[src/psfp_pkg.sv]
package psfp_pkg;

    // ****************************************
    // Sizes
    // ****************************************
    localparam int NUM_HB = 4;
    localparam int NUM_CH = 2;
    localparam int OL_W = 6;
    localparam logic [5:0] OL_MAX = 6'h3F;
    localparam logic [5:0] OL_RST = 6'h00;

    // ****************************************
    // Timing
    // ****************************************
    localparam int CLK_NS = 100;
    localparam int STEP_NS = 1000;
    localparam int STEP_CYC = (STEP_NS + CLK_NS - 1) / CLK_NS;
    localparam int FRAME_TO_NS = 20000;
    localparam int FRAME_TO_CYC = FRAME_TO_NS / CLK_NS;

    // ****************************************
    // Overcurrent adjust codes (3 bits): bit2 = latched mode
    // ****************************************
    localparam int OCSEL_W = 3;
    localparam int OCSEL_LATCH_BIT = 2;

    // ****************************************
    // Register map (byte addresses)
    // ****************************************
    localparam logic [11:0] ADDR_CTRL = 12'h000;
    localparam logic [11:0] ADDR_STATUS = 12'h004;
    localparam logic [11:0] ADDR_OLCNT = 12'h008;
    localparam int CTRL_OCSEL_LSB = 0;
    localparam int CTRL_DCPROT_BIT = 3;
    localparam int CTRL_SE_BIT = 4;
    localparam logic [4:0] CTRL_RST = 5'h08;

    typedef enum logic [1:0] {
        PSC_GND,
        PSC_SUPPLY,
        PSC_DONE
    } psc_state_t;

endpackage

[src/power_stage_fault_protection.sv]
// Implementation choices: the AHB-Lite register port and the placing of the registers.
`timescale 1ns/1ns
module power_stage_fault_protection
(
    // Clock and reset
    input wire logic hclk,
    input wire logic hresetn,
    input wire logic clk_en,
    // AHB-Lite slave
    input wire logic hsel,
    input wire logic [11:0] haddr,
    input wire logic [1:0] htrans,
    input wire logic hwrite,
    input wire logic [2:0] hsize,
    input wire logic [31:0] hwdata,
    input wire logic hready,
    output logic [31:0] hrdata,
    output logic hreadyout,
    output logic hresp,
    // Device pins and comparators
    input wire logic reset_pin_n,
    input wire logic [3:0] frame_start,
    input wire logic [3:0] pwm_in,
    input wire logic [3:0] oc_event,
    input wire logic [1:0] dc_imbalance,
    input wire logic temp_warn_cmp,
    input wire logic temp_sd_cmp,
    input wire logic supply_ok,
    input wire logic short_gnd_cmp,
    input wire logic short_sup_cmp,
    // Power stage
    output logic [3:0] hb_out,
    output logic [3:0] hb_hiz,
    // Open-drain status pins
    output logic fault_n_o,
    output logic fault_n_oe,
    output logic temp_warning_n_o,
    output logic temp_warning_n_oe
);

    // ****************************************
    // Pin synchronisers
    // ****************************************
    logic [13:0] sync1_r;
    logic [13:0] sync2_r;
    logic [13:0] pin_raw;
    assign pin_raw = {pwm_in, short_sup_cmp, short_gnd_cmp, supply_ok, temp_sd_cmp,
                      temp_warn_cmp, dc_imbalance, reset_pin_n, 2'h0};

    always_ff @(posedge hclk or negedge hresetn)
    begin
        if (!hresetn)
        begin
            sync1_r <= 14'h0000;
            sync2_r <= 14'h0000;
        end
        else if (clk_en)
        begin
            sync1_r <= pin_raw;
            sync2_r <= sync1_r;
        end
    end

    logic [3:0] pwm_s;
    logic sup_s, gnd_s, sok_s, tsd_s, twarn_s, rstn_s;
    logic [1:0] dc_s;
    assign pwm_s = sync2_r[13:10];
    assign sup_s = sync2_r[9];
    assign gnd_s = sync2_r[8];
    assign sok_s = sync2_r[7];
    assign tsd_s = sync2_r[6];
    assign twarn_s = sync2_r[5];
    assign dc_s = sync2_r[4:3];
    assign rstn_s = sync2_r[2];

    // ****************************************
    // Registers
    // ****************************************
    logic [4:0] ctrl_r;
    logic [2:0] ocsel;
    logic latched_mode, dc_prot_en, se_mode;
    assign ocsel = ctrl_r[psfp_pkg::CTRL_OCSEL_LSB +: psfp_pkg::OCSEL_W];
    assign latched_mode = ocsel[psfp_pkg::OCSEL_LATCH_BIT];
    assign dc_prot_en = ctrl_r[psfp_pkg::CTRL_DCPROT_BIT];
    assign se_mode = ctrl_r[psfp_pkg::CTRL_SE_BIT];

    logic dph_r, dwr_r;
    logic [11:0] daddr_r;
    always_ff @(posedge hclk or negedge hresetn)
    begin
        if (!hresetn)
        begin
            dph_r <= 1'b0;
            dwr_r <= 1'b0;
            daddr_r <= 12'h000;
        end
        else if (clk_en && hready)
        begin
            dph_r <= hsel && htrans[1];
            dwr_r <= hwrite;
            daddr_r <= haddr;
        end
    end

    always_ff @(posedge hclk or negedge hresetn)
    begin
        if (!hresetn)
            ctrl_r <= psfp_pkg::CTRL_RST;
        else if (clk_en && dph_r && dwr_r && daddr_r == psfp_pkg::ADDR_CTRL)
            ctrl_r <= hwdata[4:0];
    end

    assign hreadyout = 1'b1;
    assign hresp = 1'b0;

    // ****************************************
    // Reset pin edge and startup
    // ****************************************
    logic rstn_d_r;
    logic psc_busy, dev_rst;
    always_ff @(posedge hclk or negedge hresetn)
    begin
        if (!hresetn)
            rstn_d_r <= 1'b0;
        else if (clk_en)
            rstn_d_r <= rstn_s;
    end
    assign dev_rst = !rstn_s && !psc_busy;

    logic running_r;
    always_ff @(posedge hclk or negedge hresetn)
    begin
        if (!hresetn)
            running_r <= 1'b0;
        else if (clk_en)
        begin
            if (dev_rst)
                running_r <= 1'b0;
            else if (rstn_s && !rstn_d_r && !psc_busy)
                running_r <= 1'b1;
        end
    end

    // ****************************************
    // Pin-short check, once after power-on
    // ****************************************
    psfp_pkg::psc_state_t psc_r;
    logic [7:0] step_r;
    logic short_found;
    assign psc_busy = psc_r != psfp_pkg::PSC_DONE;
    assign short_found = (psc_r == psfp_pkg::PSC_GND && gnd_s) ||
                         (psc_r == psfp_pkg::PSC_SUPPLY && sup_s);

    always_ff @(posedge hclk or negedge hresetn)
    begin
        if (!hresetn)
        begin
            psc_r <= psfp_pkg::PSC_GND;
            step_r <= 8'h00;
        end
        else if (clk_en && psc_busy && sok_s)
        begin
            if (se_mode)
                psc_r <= psfp_pkg::PSC_DONE;
            else if (short_found)
                step_r <= 8'h00;
            else if (step_r == 8'(psfp_pkg::STEP_CYC - 1))
            begin
                step_r <= 8'h00;
                case (psc_r)
                    psfp_pkg::PSC_GND: psc_r <= psfp_pkg::PSC_SUPPLY;
                    default: psc_r <= psfp_pkg::PSC_DONE;
                endcase
            end
            else
                step_r <= step_r + 8'h01;
        end
    end

    // ****************************************
    // Thermal latch
    // ****************************************
    logic tsd_latch_r;
    always_ff @(posedge hclk or negedge hresetn)
    begin
        if (!hresetn)
            tsd_latch_r <= 1'b0;
        else if (clk_en)
        begin
            if (tsd_s)
                tsd_latch_r <= 1'b1;
            else if (dev_rst)
                tsd_latch_r <= 1'b0;
        end
    end

    // ****************************************
    // Per half-bridge current limiting and per-channel overload
    // ****************************************
    logic [3:0] flip_r;
    logic [3:0] oc_seen_r;
    logic [3:0] oc_s;
    logic [5:0] olcnt_r [psfp_pkg::NUM_CH];
    logic [1:0] ol_latch_r;
    logic [3:0] stuck;
    logic [7:0] frame_cnt_r [psfp_pkg::NUM_HB];

    // Overcurrent and frame starts come from on-chip logic on hclk
    assign oc_s = oc_event & {4{running_r}};

    for (genvar h = 0; h < psfp_pkg::NUM_HB; h++)
    begin : g_hb
        always_ff @(posedge hclk or negedge hresetn)
        begin
            if (!hresetn)
            begin
                flip_r[h] <= 1'b0;
                oc_seen_r[h] <= 1'b0;
                frame_cnt_r[h] <= 8'h00;
            end
            else if (clk_en)
            begin
                if (frame_start[h])
                begin
                    flip_r[h] <= 1'b0;
                    oc_seen_r[h] <= oc_s[h];
                    frame_cnt_r[h] <= 8'h00;
                end
                else
                begin
                    if (oc_s[h] && !latched_mode)
                        flip_r[h] <= 1'b1;
                    if (oc_s[h])
                        oc_seen_r[h] <= 1'b1;
                    if (frame_cnt_r[h] != 8'(psfp_pkg::FRAME_TO_CYC))
                        frame_cnt_r[h] <= frame_cnt_r[h] + 8'h01;
                end
            end
        end
        assign stuck[h] = frame_cnt_r[h] == 8'(psfp_pkg::FRAME_TO_CYC);
    end

    for (genvar c = 0; c < psfp_pkg::NUM_CH; c++)
    begin : g_ch
        logic oc_any, frame_any, dc_hit;
        assign oc_any = oc_s[2*c] | oc_s[2*c+1];
        assign frame_any = frame_start[2*c];
        assign dc_hit = dc_prot_en && dc_s[c] && running_r && frame_any;
        always_ff @(posedge hclk or negedge hresetn)
        begin
            if (!hresetn)
            begin
                olcnt_r[c] <= psfp_pkg::OL_RST;
                ol_latch_r[c] <= 1'b0;
            end
            else if (clk_en)
            begin
                if (dev_rst)
                begin
                    olcnt_r[c] <= psfp_pkg::OL_RST;
                    ol_latch_r[c] <= 1'b0;
                end
                else if (latched_mode && oc_any)
                    ol_latch_r[c] <= 1'b1;
                else if (olcnt_r[c] == psfp_pkg::OL_MAX)
                    ol_latch_r[c] <= 1'b1;
                else if ((oc_any && !latched_mode) || dc_hit)
                    olcnt_r[c] <= olcnt_r[c] + 6'h01;
                else if (frame_any && !oc_seen_r[2*c] && !oc_seen_r[2*c+1]
                         && olcnt_r[c] != psfp_pkg::OL_RST)
                    olcnt_r[c] <= olcnt_r[c] - 6'h01;
            end
        end
    end

    // ****************************************
    // Output stage control
    // ****************************************
    logic global_off, ol_any;
    assign global_off = !sok_s || tsd_latch_r || psc_busy || !running_r;
    assign ol_any = |ol_latch_r;

    always_ff @(posedge hclk or negedge hresetn)
    begin
        if (!hresetn)
        begin
            hb_out <= 4'h0;
            hb_hiz <= 4'hF;
        end
        else if (clk_en)
        begin
            hb_out <= pwm_s ^ flip_r;
            hb_hiz <= {4{global_off}} | stuck
                      | {{2{ol_latch_r[1]}}, {2{ol_latch_r[0]}}};
        end
    end

    // ****************************************
    // Status pins
    // ****************************************
    logic fault_act_r, warn_act_r;
    always_ff @(posedge hclk or negedge hresetn)
    begin
        if (!hresetn)
        begin
            fault_act_r <= 1'b0;
            warn_act_r <= 1'b0;
        end
        else if (clk_en)
        begin
            // Reset forces fault inactive except during the short check
            fault_act_r <= psc_busy || (!dev_rst && (!sok_s || tsd_latch_r || ol_any));
            warn_act_r <= twarn_s;
        end
    end
    assign fault_n_o = 1'b0;
    assign fault_n_oe = fault_act_r;
    assign temp_warning_n_o = 1'b0;
    assign temp_warning_n_oe = warn_act_r;

    // ****************************************
    // Register reads
    // ****************************************
    always_ff @(posedge hclk or negedge hresetn)
    begin
        if (!hresetn)
            hrdata <= 32'h0000_0000;
        else if (clk_en && hready && hsel && htrans[1] && !hwrite)
        begin
            if (haddr == psfp_pkg::ADDR_CTRL)
                hrdata <= {27'h0, ctrl_r};
            else if (haddr == psfp_pkg::ADDR_STATUS)
                hrdata <= {24'h0, psc_busy, running_r, !sok_s, tsd_latch_r,
                           twarn_s, 1'b0, ol_latch_r};
            else if (haddr == psfp_pkg::ADDR_OLCNT)
                hrdata <= {18'h0, olcnt_r[1], 2'h0, olcnt_r[0]};
            else
                hrdata <= 32'h0000_0000;
        end
    end

    // ****************************************
    // Checks
    // ****************************************
    AST_PSC_FAULT: assert property (@(posedge hclk) disable iff (!hresetn)
        clk_en && psc_busy |=> fault_n_oe)
        else $error("fault not driven during pin-short check");
    AST_RST_FAULT: assert property (@(posedge hclk) disable iff (!hresetn)
        clk_en && dev_rst |=> !fault_n_oe)
        else $error("fault driven while reset held");
    AST_TSD_HIZ: assert property (@(posedge hclk) disable iff (!hresetn)
        clk_en && tsd_latch_r |=> hb_hiz == 4'hF)
        else $error("outputs active in thermal shutdown");
    AST_UV_HIZ: assert property (@(posedge hclk) disable iff (!hresetn)
        clk_en && !sok_s |=> hb_hiz == 4'hF && fault_n_oe == !$past(dev_rst))
        else $error("undervoltage response wrong");
    AST_FLIP_CLR: assert property (@(posedge hclk) disable iff (!hresetn)
        clk_en && frame_start[0] |=> !flip_r[0])
        else $error("flip not cleared at frame start");
    AST_LATCHED: assert property (@(posedge hclk) disable iff (!hresetn)
        clk_en && latched_mode && oc_s[2] && !dev_rst |=> ol_latch_r[1])
        else $error("latched mode did not shut down");
    AST_OLMAX: assert property (@(posedge hclk) disable iff (!hresetn)
        clk_en && olcnt_r[1] == psfp_pkg::OL_MAX && !dev_rst |=> ##1 hb_hiz[3:2] == 2'h3)
        else $error("channel not shut at counter maximum");
    AST_WARN: assert property (@(posedge hclk) disable iff (!hresetn)
        clk_en && twarn_s |=> temp_warning_n_oe)
        else $error("warning not asserted");
    AST_PSC_ONCE: assert property (@(posedge hclk) disable iff (!hresetn)
        !psc_busy |=> !psc_busy)
        else $error("pin-short check restarted");

endmodule

[config.mk]
export PLATFORM = sky130hd
export DESIGN_NAME = power_stage_fault_protection
export DESIGN_NICKNAME = d
export VERILOG_FILES = /design/src/psfp_pkg.sv /design/src/power_stage_fault_protection.sv
export SDC_FILE = /design/constraint.sdc
export NUM_CORES = 1
export LEC_CHECK = 0
export ABC_AREA = 1
export BUFFER_PORTS_ARGS = -buffer_cell sky130_fd_sc_hd__buf_4
export CORE_AREA = 4 4 119 121
export CTS_CLUSTER_DIAMETER = 30
export CTS_CLUSTER_SIZE = 40
export DETAILED_ROUTE_END_ITERATION = 8
export DIE_AREA = 0 0 123 125
export GPL_TIMING_DRIVEN = 1
export PLACE_DENSITY_LB_ADDON = 0.12
export REMOVE_ABC_BUFFERS = 1
export SLEW_MARGIN = 10
export SYNTH_ARGS = -nofsm -noshare
export SYNTH_HDL_FRONTEND = slang
export SYNTH_SLANG_ARGS = --single-unit
[constraint.sdc]
create_clock -name hclk -period 2.6 [get_ports hclk]
set_clock_uncertainty 0.15 [all_clocks]
set_input_delay 0.52 -clock hclk [delete_from_list [all_inputs] [get_ports hclk]]
set_output_delay 0.52 -clock hclk [all_outputs]
set_load 0.05 [all_outputs]
== Word level (Yosys, flattened, before mapping) ==
Cells that the tools add are included.
Storage, ports and cells
  flip-flop bits (word level): 152
  output and inout port bits: 46
  logic and storage cells: 222
Operators by class
  add/sub/neg operators: 9
  eq/ne operators: 20
  muxes and demuxes: 53
  bitwise logic cells: 7
  reductions and logical operators: 101
Operators by type and width (number)
  $mux W8: 10
  $mux W6: 10
  $mux W14: 3
  $add A8 B1 Y8 const B: 5
  $logic_and A1 B1 Y1: 36
  $reduce_and A2 Y1: 17
  $eq A8 B8 Y1 const B: 4
  $ne A8 B8 Y1 const B: 4
  $reduce_bool A2 Y1: 15
  $mux W1: 26
  $logic_not A12 Y1: 2
  $add A6 B1 Y6 const B: 2
  $eq A12 B3 Y1 const B: 1
  $eq A12 B4 Y1 const B: 1
  $eq A6 B6 Y1 const B: 2
  $logic_not A1 Y1: 12
  $ne A2 B2 Y1 const B: 6
  $reduce_bool A3 Y1: 4
  $reduce_bool A6 Y1: 2
  $sub A6 B1 Y6 const B: 2
  $eq A8 B4 Y1 const B: 1
  $logic_or A1 B1 Y1: 8
  $mux W2: 4
  $or A4 B4 Y4: 2
  9 further kinds: 11

== Logic depth before layout (Yosys ltp) ==
  depth after elaboration: 9
  mapped depth: 16

== Least setup slack after synthesis ==
Ideal clock, no wire load.
  kind: input-to-reg
  start: in oc_event[1]
  end: reg olcnt_r[9] (netlist name)
  setup time: 117 ps
  arrival: 1753 ps
  required time: 2333 ps
  path slack: 580 ps
  stages: 13
  buffers on the path: 0
  path through: nand2_1 -> nand2_1 -> nand2_1 -> nand2_2 -> inv_2 -> ha_1 -> nand2_1 -> inv_1 -> nand2_1 -> nand3_1 -> or2_2 -> nand3_1 -> nand2_1
On the way
  word-level cells in the longest chain between the ends: 8
  elaborated cells between the ends (all ways): 12
  classes of those cells: 1 x eq/ne; 4 x mux; 2 x bitwise; 5 x reduce/logical
Ends and longest elaborated chain
  from (decl): line power_stage_fault_protection.sv:24  | input wire logic [3:0] oc_event,
  $and A4 B4 Y4 *: line power_stage_fault_protection.sv:209  | assign oc_s = oc_event & {4{running_r}};
  $or A1 B1 Y1 *: line power_stage_fault_protection.sv:246  | assign oc_any = oc_s[2*c] | oc_s[2*c+1];
  $logic_and A1 B1 Y1: line power_stage_fault_protection.sv:267  | else if ((oc_any && !latched_mode) || dc_hit)
  $logic_or A1 B1 Y1: line power_stage_fault_protection.sv:267
  $mux W6: line power_stage_fault_protection.sv:267
  $mux W6: line power_stage_fault_protection.sv:265  | else if (olcnt_r[c] == psfp_pkg::OL_MAX)
  $mux W6: line power_stage_fault_protection.sv:263  | else if (latched_mode && oc_any)
  $mux W6: line power_stage_fault_protection.sv:258  | if (dev_rst)
  to (signal, indexed assignment): line power_stage_fault_protection.sv:260  | olcnt_r[c] <= psfp_pkg::OL_RST;
  to (signal, indexed assignment): line power_stage_fault_protection.sv:268  | olcnt_r[c] <= olcnt_r[c] + 6'h01;
  to (signal, indexed assignment): line power_stage_fault_protection.sv:271  | olcnt_r[c] <= olcnt_r[c] - 6'h01;
  to (decl): line power_stage_fault_protection.sv:203  | logic [5:0] olcnt_r [psfp_pkg::NUM_CH];
Mark *: on every way between the ends. The rest lies on a longest branch, timed or not. The select of a mux whose other input is x is not followed.
A chain may end at the register's enable or synchronous reset.

== Worst setup path after layout ==
  start: reg running_r
  end: reg olcnt_r[9] (netlist name)
On the way
  word-level cells in the longest chain between the ends: 8
  elaborated cells between the ends (all ways): 14
  classes of those cells: 1 x eq/ne; 4 x mux; 2 x bitwise; 7 x reduce/logical
Ends and longest elaborated chain
  from (decl): line power_stage_fault_protection.sv:130  | logic running_r;
  from (signal assigned): line power_stage_fault_protection.sv:134  | running_r <= 1'b0;
  from (signal assigned): line power_stage_fault_protection.sv:138  | running_r <= 1'b0;
  from (signal assigned): line power_stage_fault_protection.sv:140  | running_r <= 1'b1;
  $and A4 B4 Y4: line power_stage_fault_protection.sv:209
  $or A1 B1 Y1: line power_stage_fault_protection.sv:246
  $logic_and A1 B1 Y1: line power_stage_fault_protection.sv:267
  $logic_or A1 B1 Y1: line power_stage_fault_protection.sv:267
  $mux W6: line power_stage_fault_protection.sv:267
  $mux W6: line power_stage_fault_protection.sv:265
  $mux W6: line power_stage_fault_protection.sv:263
  $mux W6: line power_stage_fault_protection.sv:258
Several ways; a longest one is shown, not always the timed one. The select of a mux whose other input is x is not followed.

==> results_dict.tcl <==
set metrics [dict create \
    number_of_remaining_drc_errors 0 \
    port_buffers 67 \
    synth-edff-count 0 \
    hold_violations 0 \
    critical_path_required_ns 2.75 \
    filler_cell_count 1167 \
    power_mw 6.798 \
    clock-sinks 134 \
    p_leak_nw 4.381 \
    cp-start-kind "flop" \
    viasPerCell 5.047 \
    yosys_warn_count 0 \
    dieHeight_um 125 \
    cap_violations 0 \
    yosys-top-cells-area "sky130_fd_sc_hd__dfrtp_1, sky130_fd_sc_hd__nand2_1, sky130_fd_sc_hd__nand3_1" \
    area.growth.synth_to_final_pct 16.62 \
    top_usage_layer "met2" \
    grt_pass1_vias 5801 \
    wl_um 15620 \
    regToRegEndpoint "olcnt_r[9]" \
    synth_sequential_area_ratio_pct 45.76 \
    timing.final.setup_violations 0 \
    grt_use_met3_pct 4.697 \
    final_util_pct 65.43 \
    hold-path-cell-count 2 \
    timing_worst_slew_pin_value_ns 0.6051 \
    smallest_hold_slack_ns 0.1504 \
    final_layout_size_suffix_gt1_share_pct 14.73 \
    ctsHtreeMaxLevel 4 \
    clock_root_cell "sky130_fd_sc_hd__clkbuf_16" \
    gp_congestion 0.8475 \
    max-clock-path-buffers 2 \
    start_util_pct 56.11 \
    crit_path_max_fanout 11 \
    wire_length_of_the_first_global_routing_pass_um 26900 \
    max_clock_freq_ghz 0.4488 \
    dr.pass1.iters 5 \
    io-pin-count 121 \
    regToRegSetupSlack_ns 0.37 \
    status "finished, final reports clean" \
    ant_nets 0 \
    yosys_register_bits 134 \
    vias 6062 \
    final.period_utilization_pct 85.70 \
    post-dp-hpwl_um 11180 \
    finalWorstPathRequiredPeriod_ns 2.228 \
    diodes 0 \
    hp-class "input port to flop" \
    grt_antenna_before_repair 0 \
    tritoncts.num_buffers 17 \
    final-seq-area_sq_um 3361 \
    synthArstFlopShare_pct 100.0 \
    setup_total_negative_slack_ns 0 \
    global_route.usage.met2_pct 35.67 \
    hold_path_startpoint "frame_start[1]" \
    core_region_area_sq_um 13090 \
    grt_overflow_total 0 \
    row_count 42 \
    cts_tree "yes" \
    kind_of_capture_point_of_the_worst_setup_path "flop" \
    avgSynthCellArea_sq_um 7.811 \
    slew_headroom_pct 59.54 \
    post-synth-top-area-fraction_pct 43.97 \
    timing.reg2reg.worst_path_depth 13 \
    synth_top_cell_by_area "sky130_fd_sc_hd__dfrtp_1" \
    multiInputGateArea_sq_um 3326 \
    net_count_of_the_finished_layout 1108 \
    final-max-slew-violation-count 0 \
    r2r-start "running_r" \
    gr-usage-met1_pct 29.08 \
    synth.lib_cells_used.distinct 44 \
    unrepaired_setup_endpoints_after_global_routing "false" \
    fp.dieArea_sq_um 15380 \
    cts_post_setup_buffers_inserted 0 \
    power.density_cell_area_nw_per_um2 793.9 \
    grt_util_all_layers_pct 21.65 \
    die_w_um 123 \
    hold_end "flip_r[1]" \
    routed_wire_length_per_instance_um 13.01 \
    peakVddDrop_v 0.0005038 \
    postSynthCellCount 940 \
    postSynth.topFlopCell "sky130_fd_sc_hd__dfrtp_1" \
    timing.critical_path.arrival_ns 2.38 \
    worst_setup_hold_path_clk_slew_ns 0.06 \
    largest_net_degree_at_the_start_of_global_routing 57 \
    synthesis.area_sq_um 7342 \
    worstSetupPathType "flop to flop" \
    iter_0_drt_violations 341 \
    worst_skew_pair.late_latency_ns 0.42 \
]
[cell families (layout without fill, tap and decap cells)]
logic type	Yosys count	count (layout)	share of synthesized area, %
xor+xnor	15	15	1.789
fa+ha+maj	20	20	3.613
compound gates	105	105	7.362
buf+inv	157	222	9.969
mux	2	2	0.3067
simple gates	505	505	31.10
flops	134	134	45.76
other cells	2	22	0.1023
[synth_stat cells, types with 5 or more instances]
| cell type | n |
|---|---|
| sky130_fd_sc_hd__nor3_1 | 14 |
| sky130_fd_sc_hd__nand2_2 | 11 |
| sky130_fd_sc_hd__nand3_1 | 90 |
| sky130_fd_sc_hd__a21oi_1 | 18 |
| sky130_fd_sc_hd__xnor2_1 | 8 |
| sky130_fd_sc_hd__o21ai_1 | 21 |
| sky130_fd_sc_hd__inv_2 | 5 |
| sky130_fd_sc_hd__buf_4 | 23 |
| sky130_fd_sc_hd__clkbuf_1 | 5 |
| sky130_fd_sc_hd__buf_2 | 7 |
| sky130_fd_sc_hd__inv_1 | 109 |
| sky130_fd_sc_hd__buf_6 | 5 |
| sky130_fd_sc_hd__nand2_1 | 283 |
| sky130_fd_sc_hd__o21ai_0 | 58 |
| sky130_fd_sc_hd__dfstp_2 | 5 |
| sky130_fd_sc_hd__nor2_1 | 64 |
| sky130_fd_sc_hd__xor2_1 | 7 |
| sky130_fd_sc_hd__ha_1 | 18 |
| sky130_fd_sc_hd__dfrtp_1 | 129 |
| sky130_fd_sc_hd__nand4_1 | 14 |
[metrics by stage]
stage / worst slack, ns / cell area, sq um / instances
CTS: 0.2317 / 8561 / 1201
global route: 0.1034 / 8562 / 1201
finish: 0.3719 / 8562 / 1201
detailed placement: 0.2404 / 7919 / 1169
floorplan: 0.5478 / 7134 / 920
global placement: 0.2735 / 7919 / 1169
[where the power goes]
| part | internal (mW) | leakage [nW] | switching [mW] |
|---|---|---|---|
| sequential | 2.39 | 1.71 | 0.331 |
| combinational | 0.582 | 2.36 | 0.949 |
| clock | 1.69 | 0.312 | 0.855 |
[placed cells by master (no fill, tap or decap), drive strengths merged]
| cell | count |
|---|---|
| a21o | 1 |
| a21oi | 18 |
| a22oi | 1 |
| a31oi | 4 |
| and3 | 2 |
| buf | 73 |
| bufinv | 4 |
| clkbuf | 22 |
| clkinv | 7 |
| clkinvlp | 1 |
| conb | 22 |
| dfrtp | 129 |
| dfstp | 5 |
| dlygate4sd3 | 1 |
| fa | 2 |
| ha | 18 |
| inv | 114 |
| mux2 | 2 |
| nand2 | 298 |
| nand3 | 94 |
| nand3b | 3 |
| nand4 | 15 |
| nor2 | 69 |
| nor2b | 1 |
| nor3 | 19 |
| nor3b | 1 |
| nor4 | 2 |
| o21ai | 80 |
| o22ai | 1 |
| or2 | 1 |
| xnor2 | 8 |
| xor2 | 7 |
[how the worst max path moves through the flow]
stage                    from    endpoint  slack (ns)
detailed placement  running_r  olcnt_r[9]        0.24
floorplan           running_r  olcnt_r[9]        0.55
global route        running_r  olcnt_r[9]        0.10
global placement    running_r  olcnt_r[9]        0.27
CTS                 running_r  olcnt_r[9]        0.23
finish              running_r  olcnt_r[9]        0.37
[metal layers]
metal / vias to the layer above / share of wire, %
met5: - / 0
met4: 0 / 1.0
met3: 12 / 5.6
met2: 131 / 48
met1: 2813 / 46
li1: 3106 / -
[registers in the layout, indices dropped and copies added (netlist names), 5 cells and up]
register and cells:
frame_cnt_r 32, step_r 8, hrdata 14, olcnt_r 12
sync2_r 12, ctrl_r 5, sync1_r 12, daddr_r 12
[layout make-up]
cell class,count,area share [%]
clock buffers,22,5.655
clock inverters,9,1.724
inverters,117,5.246
multi-input cells,669,38.84
flip-flops and latches,134,39.25
well taps,176,2.572
repair buffers,74,6.708
[worst max-delay path: stages, from the launching register on]
cell and delay, ns:
sky130_fd_sc_hd__dfrtp_2 0.50, sky130_fd_sc_hd__nand2_1 0.10, sky130_fd_sc_hd__nand2_1 0.12, sky130_fd_sc_hd__nand2_1 0.09, sky130_fd_sc_hd__nand2_2 0.08, sky130_fd_sc_hd__inv_2 0.08, sky130_fd_sc_hd__ha_1 0.34, sky130_fd_sc_hd__nand2_1 0.08
sky130_fd_sc_hd__inv_1 0.05, sky130_fd_sc_hd__nand2_1 0.05, sky130_fd_sc_hd__nand3_1 0.08, sky130_fd_sc_hd__or2_2 0.28, sky130_fd_sc_hd__nand3_1 0.09, sky130_fd_sc_hd__nand2_1 0.05
[timing repair]
item | 4_1_cts | 5_1_grt
hold endpoints to repair | 36 | 0
endpoints found under the setup margin | 0 | 1
hold buffers | 1 | 0
resized for setup | 0 | 1
Power figures use the tool's default switching activity.
